**src/hw/rtc_cfg.svh**
```systemverilog
// Register map, field positions, reset values and timing counts of the clock core
`ifndef RTC_CFG_SVH
`define RTC_CFG_SVH

// Register locations
`define REG_SEC      5'h00
`define REG_MIN      5'h01
`define REG_HOUR     5'h02
`define REG_DOW      5'h03
`define REG_DATE     5'h04
`define REG_MONTH    5'h05
`define REG_YEAR     5'h06
`define REG_CENT     5'h07
`define REG_ASEC     5'h08
`define REG_WDOG     5'h0C
`define REG_WDCNT    5'h0D
`define REG_CTLA     5'h0E
`define REG_CTLB     5'h0F
`define REG_SCRATCH  5'h10
`define ALARM_COUNT  4

// Status and control bits
`define CTLA_AF      0
`define CTLA_WF      1
`define CTLA_KF      2
`define CTLA_PREL    3
`define CTLB_AIE     0
`define CTLB_WDE     1
`define CTLB_KIE     2
`define CTLB_WDS     3
`define CTLB_KSE     4
`define CTLB_AWE     5
`define CTLB_TE      7
`define ALARM_MASK   7

// Reset values
`define RST_SEC      8'h00
`define RST_MIN      8'h00
`define RST_HOUR     8'h00
`define RST_DOW      8'h01
`define RST_DATE     8'h01
`define RST_MONTH    8'h01
`define RST_YEAR     8'h00
`define RST_CENT     8'h20
`define RST_CTLB     8'h80

// Timing
`define CLK_HZ        200000000
`define TICK_SEC      1
`define REC_TIME_MS   150
`define WD_RST_CYCLES 8'h10

`endif

```
**src/hw/rtc_pkg.sv**
```systemverilog
// Shared types of the clock core
package rtc_pkg;
   typedef logic [7:0]     byte_t;
   typedef byte_t [7:0]    cal_set_t;
   typedef byte_t [16:0]   reg_file_t;
endpackage

```
**src/hw/cal_if.sv**
```systemverilog
// Link between the host-side core and the internal counting set
`timescale 1ns/100ps
interface cal_if
   import rtc_pkg::*;
();
   logic     tick;
   logic     load;
   cal_set_t load_val;
   cal_set_t count;
   modport core (output tick, output load, output load_val, input count);
   modport cal  (input tick, input load, input load_val, output count);
endinterface

```
**src/hw/rtc_core.sv**
```systemverilog
// Clock core with byte-wide host port, double-buffered time set, alarm, watchdog and power control
// Function
// - Write strobe with chip select takes the data bus byte as write data.
// - Every host access is blocked while the supply is out of tolerance.
// - Date rolls over short months and leap years automatically.
// - An internal counting set and a host-visible set are kept.
// - Copying into the host-visible set can be suspended and resumed.
// - Internal set advances every second while the oscillator runs.
// - Host port deselects itself when the supply falls below trip.
// - Alarm, watchdog or wake event can drive the interrupt; besides power fail, only the watchdog can drive the reset output.
// - Power request asserts on wake event, date alarm, or either.
// - Software can release the power request.
// - Reset output holds during power fail and for the recovery time after supply recovers.
// - Select, write and output enable decode deselect, write and read modes.
// - Data bus driven only while output enable is low.
// - Host accesses honoured only while chip select is low.
// - Five address bits select one of seventeen locations.
// - Gate bit zero stops copying to host set, one resumes it.
`timescale 1ns/100ps
`include "rtc_cfg.svh"
module rtc_core
   import rtc_pkg::*;
#(
   parameter int unsigned TICK_CYCLES = `TICK_SEC * `CLK_HZ,
   parameter int unsigned REC_CYCLES  = `REC_TIME_MS * (`CLK_HZ / 1000)
)(
   input  wire logic       clk_sys_in,
   input  wire logic       arst_n_in,
   input  wire logic       supply_ok_in,
   input  wire logic       osc_run_in,
   input  wire logic       chip_sel_n_in,
   input  wire logic       out_en_n_in,
   input  wire logic       write_en_n_in,
   input  wire logic [4:0] register_select_in,
   input  wire logic [7:0] data_bus_in,
   input  wire logic       wake_event_in_n,
   output logic      [7:0] data_bus_out,
   output logic            data_bus_oe_out,
   output logic            irq_n_out,
   output logic            supply_request_n_out,
   output logic            reset_n_out
);
   typedef struct packed {
      reg_file_t   regs;
      logic [31:0] pre;
      logic [31:0] rec;
      byte_t       wd_cnt;
      byte_t       wd_rst;
      logic        tick;
      logic        tick_d;
      logic        load;
      logic        dirty;
      logic        kick_prev;
      byte_t       dq;
      logic        dq_oe;
      logic        irq_n;
      logic        pwr_n;
      logic        rst_n;
   } core_s;

   core_s                   st_r;
   core_s                   st_nxt;
   logic                    acc;
   logic                    wr;
   logic                    mapped;
   logic [`ALARM_COUNT-1:0] al_hit;
   cal_if                   cal_bus ();

   rtc_calendar u_cal (
      .clk_sys_in (clk_sys_in),
      .arst_n_in  (arst_n_in),
      .cal        (cal_bus.cal)
   );

   // Counting set is fed from the core's registers
   assign cal_bus.tick     = st_r.tick;
   assign cal_bus.load     = st_r.load;
   assign cal_bus.load_val = st_r.regs[7:0];

   // Port decode: supply in tolerance and chip select low
   assign acc    = supply_ok_in & ~chip_sel_n_in;
   assign wr     = acc & ~write_en_n_in;
   assign mapped = register_select_in <= `REG_SCRATCH;

   // Alarm match per field, bit 7 of an alarm byte means any value
   genvar gi;
   generate
      for (gi = 0; gi < `ALARM_COUNT; gi++) begin : g_alarm
         localparam int CIDX = (gi == 3) ? 4 : gi;
         assign al_hit[gi] = st_r.regs[8 + gi][`ALARM_MASK]
                             | (st_r.regs[8 + gi] == cal_bus.count[CIDX]);
      end
   endgenerate

   // Next state of the whole core
   always_comb begin
      logic te;
      logic al_ev;
      logic wd_ev;
      logic ks_ev;
      te     = st_r.regs[`REG_CTLB][`CTLB_TE];
      al_ev  = st_r.tick_d & (&al_hit);
      wd_ev  = 1'b0;
      ks_ev  = st_r.kick_prev & ~wake_event_in_n;
      st_nxt = st_r;
      st_nxt.tick      = 1'b0;
      st_nxt.load      = 1'b0;
      st_nxt.tick_d    = st_r.tick;
      st_nxt.kick_prev = wake_event_in_n;

      // Seconds prescaler, independent of the host set
      if (osc_run_in) begin
         if (st_r.pre == 32'(TICK_CYCLES - 1)) begin
            st_nxt.pre  = 32'h0000_0000;
            st_nxt.tick = 1'b1;
         end else begin
            st_nxt.pre = st_r.pre + 32'h0000_0001;
         end
      end

      // Copy counts out while the gate is open, push host edits in on reopen
      if (te && !st_r.dirty && !st_r.load) begin
         st_nxt.regs[7:0] = cal_bus.count;
      end
      if (te && st_r.dirty) begin
         st_nxt.load  = 1'b1;
         st_nxt.dirty = 1'b0;
      end

      // Watchdog counts seconds down from its reload value
      if (st_r.wd_rst != 8'h00) begin
         st_nxt.wd_rst = st_r.wd_rst - 8'h01;
      end
      if (st_r.tick && st_r.regs[`REG_CTLB][`CTLB_WDE] && st_r.wd_cnt != 8'h00) begin
         if (st_r.wd_cnt == 8'h01) begin
            wd_ev         = 1'b1;
            st_nxt.wd_cnt = st_r.regs[`REG_WDOG];
            if (st_r.regs[`REG_CTLB][`CTLB_WDS]) begin
               st_nxt.wd_rst = `WD_RST_CYCLES;
            end
         end else begin
            st_nxt.wd_cnt = st_r.wd_cnt - 8'h01;
         end
      end

      // Host write; flag bits clear on a one
      if (wr && mapped) begin
         case (register_select_in)
            `REG_CTLA: begin
               st_nxt.regs[`REG_CTLA][2:0] = st_r.regs[`REG_CTLA][2:0] & ~data_bus_in[2:0];
               if (data_bus_in[`CTLA_PREL]) begin
                  st_nxt.pwr_n = 1'b1;
               end
            end
            `REG_WDCNT: begin
            end
            `REG_WDOG: begin
               st_nxt.regs[`REG_WDOG] = data_bus_in;
               st_nxt.wd_cnt          = data_bus_in;
            end
            default: begin
               st_nxt.regs[register_select_in] = data_bus_in;
               if (register_select_in <= `REG_CENT) begin
                  st_nxt.dirty = 1'b1;
               end
            end
         endcase
      end
      st_nxt.regs[`REG_WDCNT] = st_nxt.wd_cnt;

      // Events set their flags after any clear, so a set wins
      if (al_ev) begin
         st_nxt.regs[`REG_CTLA][`CTLA_AF] = 1'b1;
      end
      if (wd_ev) begin
         st_nxt.regs[`REG_CTLA][`CTLA_WF] = 1'b1;
      end
      if (ks_ev) begin
         st_nxt.regs[`REG_CTLA][`CTLA_KF] = 1'b1;
      end

      // Power request from wake event or date alarm
      if ((ks_ev && st_r.regs[`REG_CTLB][`CTLB_KSE])
          || (al_ev && st_r.regs[`REG_CTLB][`CTLB_AWE])) begin
         st_nxt.pwr_n = 1'b0;
      end

      // Recovery hold after a power fail
      if (!supply_ok_in) begin
         st_nxt.rec = 32'(REC_CYCLES);
      end else if (st_r.rec != 32'h0000_0000) begin
         st_nxt.rec = st_r.rec - 32'h0000_0001;
      end
      st_nxt.rst_n = supply_ok_in && st_nxt.rec == 32'h0000_0000
                     && st_nxt.wd_rst == 8'h00;

      // Interrupt from enabled flags
      st_nxt.irq_n = !((st_nxt.regs[`REG_CTLA][`CTLA_AF] && st_r.regs[`REG_CTLB][`CTLB_AIE])
                     || (st_nxt.regs[`REG_CTLA][`CTLA_WF] && st_r.regs[`REG_CTLB][`CTLB_WDE]
                         && !st_r.regs[`REG_CTLB][`CTLB_WDS])
                     || (st_nxt.regs[`REG_CTLA][`CTLA_KF]
                         && st_r.regs[`REG_CTLB][`CTLB_KIE]));

      // Read path: drive only with select, write high and output enable low
      st_nxt.dq_oe = acc & write_en_n_in & ~out_en_n_in;
      st_nxt.dq    = mapped ? st_r.regs[register_select_in] : 8'h00;
   end

   // State register
   always_ff @(posedge clk_sys_in or negedge arst_n_in) begin
      if (!arst_n_in) begin
         st_r                  <= '0;
         st_r.regs[7:0]        <= {`RST_CENT, `RST_YEAR, `RST_MONTH, `RST_DATE,
                                   `RST_DOW, `RST_HOUR, `RST_MIN, `RST_SEC};
         st_r.regs[`REG_CTLB]  <= `RST_CTLB;
         st_r.rec              <= 32'(REC_CYCLES);
         st_r.kick_prev        <= 1'b1;
         st_r.irq_n            <= 1'b1;
         st_r.pwr_n            <= 1'b1;
      end else begin
         st_r <= st_nxt;
      end
   end

   // Outputs straight from the state register
   assign data_bus_out         = st_r.dq;
   assign data_bus_oe_out      = st_r.dq_oe;
   assign irq_n_out            = st_r.irq_n;
   assign supply_request_n_out = st_r.pwr_n;
   assign reset_n_out          = st_r.rst_n;

   // Bus released after a supply drop
   property p_fail_hiz;
      @(posedge clk_sys_in) disable iff (!arst_n_in)
      !supply_ok_in |=> !data_bus_oe_out;
   endproperty
   a_fail_hiz: assert property (p_fail_hiz) else $error("bus driven on low supply");

   // Drive only for a selected read with output enable low
   property p_read_drive;
      @(posedge clk_sys_in) disable iff (!arst_n_in)
      data_bus_oe_out |-> $past(supply_ok_in && !chip_sel_n_in && !out_en_n_in && write_en_n_in);
   endproperty
   a_read_drive: assert property (p_read_drive) else $error("bus driven without read");

   // Written byte lands in the scratch location
   property p_write_take;
      @(posedge clk_sys_in) disable iff (!arst_n_in)
      (wr && register_select_in == `REG_SCRATCH) |=> st_r.regs[`REG_SCRATCH] == $past(data_bus_in);
   endproperty
   a_write_take: assert property (p_write_take) else $error("write byte not taken");

   // Unmapped location reads as zero
   property p_unmapped;
      @(posedge clk_sys_in) disable iff (!arst_n_in)
      (acc && register_select_in > `REG_SCRATCH) |=> data_bus_out == 8'h00;
   endproperty
   a_unmapped: assert property (p_unmapped) else $error("unmapped read not zero");

   // Reset output low during and after a power fail
   property p_fail_reset;
      @(posedge clk_sys_in) disable iff (!arst_n_in)
      !supply_ok_in |=> !reset_n_out [*2];
   endproperty
   a_fail_reset: assert property (p_fail_reset) else $error("reset released early");

   // Gate closed: host seconds stay put unless the host writes them
   property p_gate_hold;
      @(posedge clk_sys_in) disable iff (!arst_n_in)
      (!st_r.regs[`REG_CTLB][`CTLB_TE] && !(wr && register_select_in == `REG_SEC))
      |=> st_r.regs[`REG_SEC] == $past(st_r.regs[`REG_SEC]);
   endproperty
   a_gate_hold: assert property (p_gate_hold) else $error("host set changed while gated");

   // Wake event raises the power request
   property p_kick_power;
      @(posedge clk_sys_in) disable iff (!arst_n_in)
      (st_r.kick_prev && !wake_event_in_n && st_r.regs[`REG_CTLB][`CTLB_KSE])
      |=> !supply_request_n_out;
   endproperty
   a_kick_power: assert property (p_kick_power) else $error("power not requested");

   // Software release lifts the power request when no event is pending
   property p_pwr_release;
      @(posedge clk_sys_in) disable iff (!arst_n_in)
      (wr && register_select_in == `REG_CTLA && data_bus_in[`CTLA_PREL]
       && !(st_r.kick_prev && !wake_event_in_n) && !st_r.tick_d) |=> supply_request_n_out;
   endproperty
   a_pwr_release: assert property (p_pwr_release) else $error("power not released");

   // Watchdog expiry with steering pulls the reset output low
   property p_wd_steer;
      @(posedge clk_sys_in) disable iff (!arst_n_in)
      (st_r.tick && st_r.regs[`REG_CTLB][`CTLB_WDE] && st_r.regs[`REG_CTLB][`CTLB_WDS]
       && st_r.wd_cnt == 8'h01) |=> !reset_n_out;
   endproperty
   a_wd_steer: assert property (p_wd_steer) else $error("watchdog reset missing");

   // Wake edge sets its flag even when a clear lands in the same cycle
   property p_kick_flag;
      @(posedge clk_sys_in) disable iff (!arst_n_in)
      (st_r.kick_prev && !wake_event_in_n) |=> st_r.regs[`REG_CTLA][`CTLA_KF];
   endproperty
   a_kick_flag: assert property (p_kick_flag) else $error("wake flag not set");

   // Deselected port leaves the scratch byte untouched
   property p_desel_hold;
      @(posedge clk_sys_in) disable iff (!arst_n_in)
      chip_sel_n_in |=> st_r.regs[`REG_SCRATCH] == $past(st_r.regs[`REG_SCRATCH]);
   endproperty
   a_desel_hold: assert property (p_desel_hold) else $error("write while deselected");
endmodule

```
**src/hw/rtc_calendar.sv**
```systemverilog
// Internal BCD counting set of seconds through century
`timescale 1ns/100ps
`include "rtc_cfg.svh"
module rtc_calendar
   import rtc_pkg::*;
(
   input  wire logic clk_sys_in,
   input  wire logic arst_n_in,
   cal_if.cal        cal
);
   typedef struct packed {
      cal_set_t cnt;
   } cal_s;

   cal_s st_r;
   cal_s st_nxt;

   // BCD increment of one byte
   function automatic byte_t bcd_inc(input byte_t v);
      if (v[3:0] == 4'h9) begin
         bcd_inc = {v[7:4] + 4'h1, 4'h0};
      end else begin
         bcd_inc = {v[7:4], v[3:0] + 4'h1};
      end
   endfunction

   // BCD byte to binary
   function automatic logic [6:0] bcd2bin(input byte_t v);
      bcd2bin = 7'({3'h0, v[7:4]} * 7'h0A + {3'h0, v[3:0]});
   endfunction

   // Last date of the month with leap-year handling
   function automatic byte_t last_day(input byte_t mon, input byte_t yr, input byte_t cen);
      logic leap;
      leap = (bcd2bin(yr) % 7'h04 == 7'h00) && ((yr != 8'h00) || (bcd2bin(cen) % 7'h04 == 7'h00));
      case (mon)
         8'h02:   last_day = leap ? 8'h29 : 8'h28;
         8'h04,
         8'h06,
         8'h09,
         8'h11:   last_day = 8'h30;
         default: last_day = 8'h31;
      endcase
   endfunction

   // Next count: load from the host set, or advance one second with carries
   always_comb begin
      st_nxt = st_r;
      if (cal.load) begin
         st_nxt.cnt = cal.load_val;
      end else if (cal.tick) begin
         st_nxt.cnt[`REG_SEC] = bcd_inc(st_r.cnt[`REG_SEC]);
         if (st_r.cnt[`REG_SEC] == 8'h59) begin
            st_nxt.cnt[`REG_SEC] = 8'h00;
            st_nxt.cnt[`REG_MIN] = bcd_inc(st_r.cnt[`REG_MIN]);
            if (st_r.cnt[`REG_MIN] == 8'h59) begin
               st_nxt.cnt[`REG_MIN]  = 8'h00;
               st_nxt.cnt[`REG_HOUR] = bcd_inc(st_r.cnt[`REG_HOUR]);
               if (st_r.cnt[`REG_HOUR] == 8'h23) begin
                  st_nxt.cnt[`REG_HOUR] = 8'h00;
                  st_nxt.cnt[`REG_DOW]  = (st_r.cnt[`REG_DOW] == 8'h07) ? 8'h01
                                          : bcd_inc(st_r.cnt[`REG_DOW]);
                  st_nxt.cnt[`REG_DATE] = bcd_inc(st_r.cnt[`REG_DATE]);
                  if (st_r.cnt[`REG_DATE] == last_day(st_r.cnt[`REG_MONTH],
                      st_r.cnt[`REG_YEAR], st_r.cnt[`REG_CENT])) begin
                     st_nxt.cnt[`REG_DATE]  = 8'h01;
                     st_nxt.cnt[`REG_MONTH] = bcd_inc(st_r.cnt[`REG_MONTH]);
                     if (st_r.cnt[`REG_MONTH] == 8'h12) begin
                        st_nxt.cnt[`REG_MONTH] = 8'h01;
                        st_nxt.cnt[`REG_YEAR]  = bcd_inc(st_r.cnt[`REG_YEAR]);
                        if (st_r.cnt[`REG_YEAR] == 8'h99) begin
                           st_nxt.cnt[`REG_YEAR] = 8'h00;
                           st_nxt.cnt[`REG_CENT] = bcd_inc(st_r.cnt[`REG_CENT]);
                        end
                     end
                  end
               end
            end
         end
      end
   end

   // State register
   always_ff @(posedge clk_sys_in or negedge arst_n_in) begin
      if (!arst_n_in) begin
         st_r.cnt <= {`RST_CENT, `RST_YEAR, `RST_MONTH, `RST_DATE,
                      `RST_DOW, `RST_HOUR, `RST_MIN, `RST_SEC};
      end else begin
         st_r <= st_nxt;
      end
   end

   assign cal.count = st_r.cnt;

   // Seconds wrap to zero on a tick
   property p_sec_wrap;
      @(posedge clk_sys_in) disable iff (!arst_n_in)
      (cal.tick && !cal.load && st_r.cnt[`REG_SEC] == 8'h59) |=> st_r.cnt[`REG_SEC] == 8'h00;
   endproperty
   a_sec_wrap: assert property (p_sec_wrap) else $error("seconds did not wrap");

   // February of a leap year runs to the 29th
   property p_leap_day;
      @(posedge clk_sys_in) disable iff (!arst_n_in)
      (cal.tick && !cal.load && st_r.cnt[2:0] == {8'h23, 8'h59, 8'h59}
       && st_r.cnt[`REG_DATE] == 8'h28 && st_r.cnt[`REG_MONTH] == 8'h02
       && st_r.cnt[`REG_YEAR] == 8'h04) |=> st_r.cnt[`REG_DATE] == 8'h29;
   endproperty
   a_leap_day: assert property (p_leap_day) else $error("leap day skipped");
endmodule

```
**config.mk**
```make
export PLATFORM = sky130hd
export DESIGN_NAME = rtc_core
export DESIGN_NICKNAME = d
export VERILOG_FILES = /design/src/hw/rtc_pkg.sv /design/src/hw/cal_if.sv /design/src/hw/rtc_core.sv /design/src/hw/rtc_calendar.sv
export VERILOG_INCLUDE_DIRS = /design/src /design/src/hw
export SDC_FILE = /design/constraint.sdc
export NUM_CORES = 1
export LEC_CHECK = 0
export BUFFER_PORTS_ARGS = -buffer_cell sky130_fd_sc_hd__buf_2
export CAP_MARGIN = 10
export CELL_PAD_IN_SITES_DETAIL_PLACEMENT = 1
export CELL_PAD_IN_SITES_GLOBAL_PLACEMENT = 1
export CORE_MARGIN = 4
export CORE_UTILIZATION = 50
export DETAILED_ROUTE_END_ITERATION = 7
export PLACE_DENSITY_LB_ADDON = 0.05
export SLEW_MARGIN = 30
export SYNTH_ARGS = -nofsm -noshare
export SYNTH_HDL_FRONTEND = slang
export SYNTH_SLANG_ARGS = --single-unit
```
**constraint.sdc**
```tcl
create_clock -name clk_sys_in -period 4.3 [get_ports clk_sys_in]
set_clock_uncertainty 0.2 [all_clocks]
set_input_delay 0.43 -clock clk_sys_in [delete_from_list [all_inputs] [get_ports clk_sys_in]]
set_output_delay 0.43 -clock clk_sys_in [all_outputs]
set_load 0.02 [all_outputs]
```
Word level (Yosys, flattened, before mapping)
Cells that the tools add are included.
{ "totals": {"mem_bits_ro": 0, "ff_bits": 289, "n_memories": 0, "out_inout_bits": 12, "latch_bits": 0, "ramBits": 0, "word_cells": 255} }
{ "op_classes": {"reduce_logical": 72, "n_mux": 61, "eq_ne": 29, "n_mul": 2, "addsub": 22, "n_lt_le_gt_ge": 4, "n_div": 0, "n_bitwise": 18, "n_shift": 0} }
{ "ops": {"columns": ["op", "count"], "rows": [
  ["$mux W64", 4],
  ["$mux W8", 24],
  ["$bwmux W136", 1],
  ["$mux W32", 4],
  ["$mux W115", 1],
  ["$mux W96", 1],
  ["$add A4 B1 Y4 const B", 16],
  ["$mux W56", 1],
  ["$mux W48", 1],
  ["$bmux W8 S5", 1],
  ["$demux W8 S5", 1],
  ["$eq A8 B8 Y1", 5],
  ["$add A32 B1 Y32 const B", 1],
  ["$eq A32 B28 Y1 const B", 1],
  ["$eq A4 B4 Y1 const B", 8],
  ["$logic_not A32 Y1", 1],
  ["$mux W16", 2],
  ["$pmux W8 S2", 2],
  ["$reduce_bool A32 Y1", 1],
  ["$sub A32 B1 Y32 const B", 1],
  ["$eq A8 B3 Y1 const B", 3],
  ["$mux W24", 1],
  ["$reduce_bool A8 Y1", 3],
  ["$reduce_bool A2 Y1", 11],
  ["39 further kinds", 113]
]} }

Depth between registers and ports, before layout
{ "logic_depth": {"depth_word": 19, "depth_mapped": 11} }

Hierarchy
A second synthesis with hierarchy kept.
{ "unflattened": {"cells_unflattened": 1631, "area_unflattened_um2": 16123.0} }
{ "by_module_without_submodules": {"columns": ["module", "area_each_um2", "seq_area_each_um2", "cells_each", "instances"], "rows": [
  ["rtc_core", 11681.2, 5652.9, 1095, 1],
  ["rtc_calendar", 4441.8, 1606.5, 536, 1]
]} }

Worst setup path after synthesis
No wires, ideal clock.
{ "synth_path": {"path_type": "flip-flop to flip-flop", "start": "reg st_r[33] (netlist name)", "end": "reg st_r (netlist bit reset_n_out)", "required_ns": 4.004, "stages_incl_launch_ff": 11, "t_arrival_ns": 2.992, "period_less_slack_ns": 3.288, "n_path_buf": 1, "setup_slack_ns": 1.012, "cell_sequence": "dfrtp_1 inv_1 ha_1 or4b_1 or2_1 buf_6 or3_1 and3_1 or3_4 or4b_1 nor4_2"} }
{ "synth_rtl": {"columns": ["item", "line", "rtl"], "rows": [
  ["start: declaration", "rtc_core.sv:61", "core_s st_r;"],
  ["start signal: assignment", "rtc_core.sv:221", "st_r <= st_nxt;"]
]} }

Worst setup path in the final report
{ "layout_path": {"start": "reg u_cal.st_r (netlist bit u_cal.cal.count[20])", "end": "reg u_cal.st_r (netlist bit u_cal.cal.count[55])"} }
{ "layout_between": {"elab_chain_cells": 3} }
{ "layout_lines": {"columns": ["item", "line", "rtl"], "rows": [
  ["start: declaration", "rtc_calendar.sv:15", "cal_s st_r;"],
  ["start signal: assignment", "rtc_calendar.sv:89", "st_r <= st_nxt;"],
  ["$eq A8 B6 Y1", "rtc_calendar.sv:59", "if (st_r.cnt[`REG_HOUR] == 8'h23) begin"],
  ["$reduce_bool A2 Y1 (no line)", null, null],
  ["$reduce_and A7 Y1 (no line)", null, null]
]} }
No other way between the ends.
A chain may end at the register's enable or synchronous reset.

==> metrics.sh <==
TRITONCTS_NUM_SINKS=289
WORST_EP_REQUIRED_TIME_NS=4.51
INSTANCE_COUNT_ALONG_THE_MOST_CRITICAL_HOLD_PATH=2
DETAIL_ROUTE.FIRST_PASS.ITERATIONS=5
POSTSYNTHNETCOUNT=1721
WORST_CASE_REG_TO_REG_PATH_DEPTH=8
GRT_FIRST_PASS_WIRELENGTH_UM=81300
HOLD-PATH-ENDPOINT='data_bus_out[6]$_DFF_PN0_'
FINAL_CELL_COUNT_NO_FILL=2127
HOLD_START='register_select_in[4]'
CRITPATHBUFINV=1
NUMBER_OF_ANTENNA_VIOLATING_NETS_IN_THE_ROUTED_DESIGN=0
YOSYSTOPAREACELL='dfrtp_1'
P_INT_mW=6.14
TIMING.SETUP.CRITICAL_PATH_CLASS='reg -> reg'
FINAL_NET_COUNT=1721
HOLD_WORST_SLACK_NS=0.108
POSTSYNTH.ASYNCRESETSHARE_PCT=100
NETLIST_AREA_MM2=0.0163
INITIAL_CORE_UTIL_PCT=51.3
FINAL-HOLD-VIOLATION-COUNT=0
VIASPERCELL=6.24
P_CLK_SHARE_PCT=32.9
TIMING.CRITICAL_PATH.TO_TYPE='flip-flop'
CP_CELL_SEQUENCE='inv_1 > ha_1 > nor4b_1 > nand4_1 > or2_2 > o41ai_2 > o41ai_1 > a22o_1'
POST-ROUTE-UTIL_PCT=56.8
ROUTE.DETAILED.DRC=0
GRT_START_MAX_NET_PINS=112
FMAX_MHz=274
CP.ARRIVAL_NS=3.86
SW_FRAC_OF_TOTAL_PCT=33.8
YS_WARN_COUNT=0
YOSYS.CELL_COUNT.TOP_TYPE='dfrtp_1'
MAX_CAP_VIOLS=0
OUTCOME='completed'
COUNT_OF_H_TREE_LEVELS_BUILT_DURING_CTS=2
BUFFERS_ADDED_ON_PORTS=32
LARGEST_VOLTAGE_DROP_ON_THE_VDD_NET_V=0.000421
TIGHTEST_SLEW_NS=0.912
DETAIL_ROUTE.WL_PER_CELL_UM=24.0
NETLIST_TOP_CELLS_COUNT='dfrtp_1 (267), nor2_1 (169), nand2_1 (158)'
PRE_CTS_SLACK_NS=0.731
RELSLEWSLACK_PCT=39.2
SEQUENTIALPOWERSHARE_PCT=45.7
REPORT.FINAL.SLEW_VIOL_COUNT=0
REG2REG_TO='u_cal.cal.count[55]$_DFFE_PN0P_'
FLOORPLAN.DIE.HEIGHT_UM=189
IO_PINS=33
GPL.FINAL_WEIGHTED_CONGESTION=0.890
DETAILROUTE.VIA_COUNT=13300
YS_SEQ_AREA_SHARE_PCT=44.4
FINAL_WORST_PATH_CYCLE_SHARE_PCT=84.9
NETLIST_TOP_CELLS_AREA='dfrtp_1 (41%), mux4_2 (5.5%), mux2i_1 (4.3%)'
GRT_OVERFLOW_TOTAL=0
FINALSETUPVIOLCOUNT=0
POSTLAYOUTCELLAREA_MM2=0.0181
SOURCE_OF_THE_WORST_REGISTER_TO_REGISTER_TIMING_PATH='u_cal.cal.count[20]$_DFFE_PN0P_'
DIE-AREA_MM2=0.0356
SYNTH_CELLS=1664
POWER_LEAKAGE_nW=7.61
TIMING.HOLD.WORST.CLASS='in -> reg'
CRITPATHMAXSTAGEDELAY_NS=0.81
TOTALWIRELENGTH_UM=51100
NUMBER_OF_INSERTED_FILLER_CELLS_IN_THE_FINAL_LAYOUT=3505
CLOCK_INSERTION_DELAY_WORST_SKEW_NS=0.53
SYNTH_FLOP_CELL='dfrtp_1'
FIRST_GLOBAL_VIAS=13800
SYNTH-EDFF-COUNT=0
FLOORPLAN.ROWS=65
FP.COREAREA_MM2=0.0319
TIMING.CRITICAL_PATH.SLOWEST_STAGE_CELL='o41ai_2'
REG2REG_SLACK_NS=0.65
POST_CTS.RESIZED_INSTANCES=0
CLK_PIN_SLEW_WORST_PATHS_NS=0.05
STARTPOINT_TYPES='flip-flop'
CTS_INSERTED_BUFFERS=35
SYNTHTOLAYOUTAREAGROWTH_PCT=10.9
POST-DP-HPWL_UM=35600
WORST-PATH-MAX-FANOUT=11
POST-ROUTE-MIN-PERIOD_NS=3.65
SETUP_TNS_NS=0
TRITONCTS='yes'
POST_PLACEMENT_CELL_AREA_MM2=0.0169
WORST_PATH_DOMINANT_CELL_FAMILY='simple AND/OR/NAND/NOR gates'
PLACED_CELLS=2056
CTS.PATH.MAX_BUFFERS=3
GRT.TOTAL_USAGE_PCT=28.8
DIE_WIDTH_UM=189
SYNTH_SEQ_CELLS=289
YOSYS.AREA.TOP_TYPE_SHARE_PCT=40.9
PWR-SHARE-COMB_PCT=21.4
DR.FIRST_ITER.DRC_COUNT=1117
NETLIST-CELL-TYPE-COUNT=77
ANTENNA_VIOLATIONS_BEFORE_REPAIR=3
TOTAL_POWER_mW=9.27
SYN-MEAN-INSTANCE-AREA_UM2=9.82
P_PER_AREA_mW_PER_MM2=512
SETUP_WS_NS=0.649
RSZ0062_AT_GRT='false'
CLOCK-ROOT-BUFFER='clkbuf_16'
SWITCHINGPOWER_mW=3.14
FRACTION_OF_FINAL_LAYOUT_CELLS_SIZED_BEYOND_DRIVE_STRENGTH_1_PCT=14.4
## sequential cells by signal (all words and copies together), names as in the netlist
name / count
st_r: 147
cal_bus.load_val: 64
u_cal.cal.count: 64
data_bus_out: 8
cal_bus.load: 1
cal_bus.tick: 1
data_bus_oe_out: 1
irq_n_out: 1
reset_n_out: 1
supply_request_n_out: 1
## cell families (layout without fill, tap and decap cells)
family | after synthesis | after routing | synth area share [%]
xor gates and xnor gates | 79 | 79 | 4.28
DFF | 289 | 289 | 44.4
and+or+nand+nor | 613 | 613 | 18.8
buffers and inverters | 153 | 179 | 3.74
adders and majority gates | 36 | 36 | 2.76
other | 0 | 2 | 0
muxes | 168 | 168 | 13.8
AOI/OAI and AO/OA | 326 | 326 | 12.2
## power by group through the flow
stage	registers, mW	clock network, mW	logic [mW]
6_report	4.24	3.05	1.99
2_1_floorplan	3.78	0	1.54
5_1_grt	4.31	3.24	2.20
3_5_place_dp	4.24	0	1.96
4_1_cts	4.20	3.10	1.98
3_3_place_gp	4.21	0	1.88
## per-layer routing
layer	part of all wire, %	vias to the layer above	wire length (um)	GRT usage (%)
li1	-	6016	-	-
met1	46	6830	23300	41.2
met2	46	332	23600	45.0
met3	5.3	87	2720	4.96
met4	2.9	4	1470	9.28
met5	0.041	-	21	1.37
## cell type report
class | count | area [um2] | area share [%]
Timing Repair Buffer | 57 | 443 | 2.44
Clock buffer | 54 | 1050 | 5.79
Sequential cell | 289 | 7260 | 40.1
Antenna cell | 2 | 5.00 | 0.0276
Tap cell | 435 | 544 | 3.00
Multi-Input combinational cell | 1222 | 8480 | 46.8
Inverter | 59 | 221 | 1.22
Clock inverter | 9 | 120 | 0.663
## cell usage in the layout, fill, tap and decap left out, types with 13 or more instances in the layout
master / Yosys / final
xor2_1: 39 / 39
nand3_1: 51 / 51
nand2_1: 158 / 158
dfrtp_1: 267 / 266
xnor2_1: 39 / 39
nor3b_1: 13 / 13
mux2_2: 57 / 57
a21oi_1: 129 / 129
o21ai_0: 87 / 87
nor4_1: 30 / 30
clkbuf_16: 0 / 37
mux2i_1: 71 / 71
nor2_1: 169 / 169
nor2b_1: 13 / 13
buf_2: 0 / 30
nor3_1: 44 / 44
buf_4: 8 / 16
mux4_2: 40 / 40
ha_1: 36 / 36
dfstp_2: 22 / 22
nand4_1: 17 / 17
and3_1: 20 / 19
inv_1: 58 / 58
## worst max-delay path by stage
stage | start | end | slack, ns | cells after the start
2_1_floorplan | st_r[33]$_DFF_PN0_ | reset_n_out$_DFF_PN0_ | 1.01 | 10
3_3_place_gp | u_cal.cal.count[44]$_DFFE_PN0P_ | u_cal.cal.count[44]$_DFFE_PN0P_ | 0.82 | 9
3_5_place_dp | u_cal.cal.count[44]$_DFFE_PN0P_ | u_cal.cal.count[55]$_DFFE_PN0P_ | 0.73 | 9
4_1_cts | u_cal.cal.count[44]$_DFFE_PN0P_ | u_cal.cal.count[55]$_DFFE_PN0P_ | 0.72 | 9
5_1_grt | u_cal.cal.count[52]$_DFFE_PN0P_ | u_cal.cal.count[55]$_DFFE_PN0P_ | 0.43 | 9
6_report | u_cal.cal.count[20]$_DFFE_PN0P_ | u_cal.cal.count[55]$_DFFE_PN0P_ | 0.65 | 8
## what timing repair did
action / in CTS / in global routing
setup buffers: 0 / 0
endpoints found under the hold margin: 97 / 0
hold buffers: 5 / 0
Power figures use the tool's default switching activity.
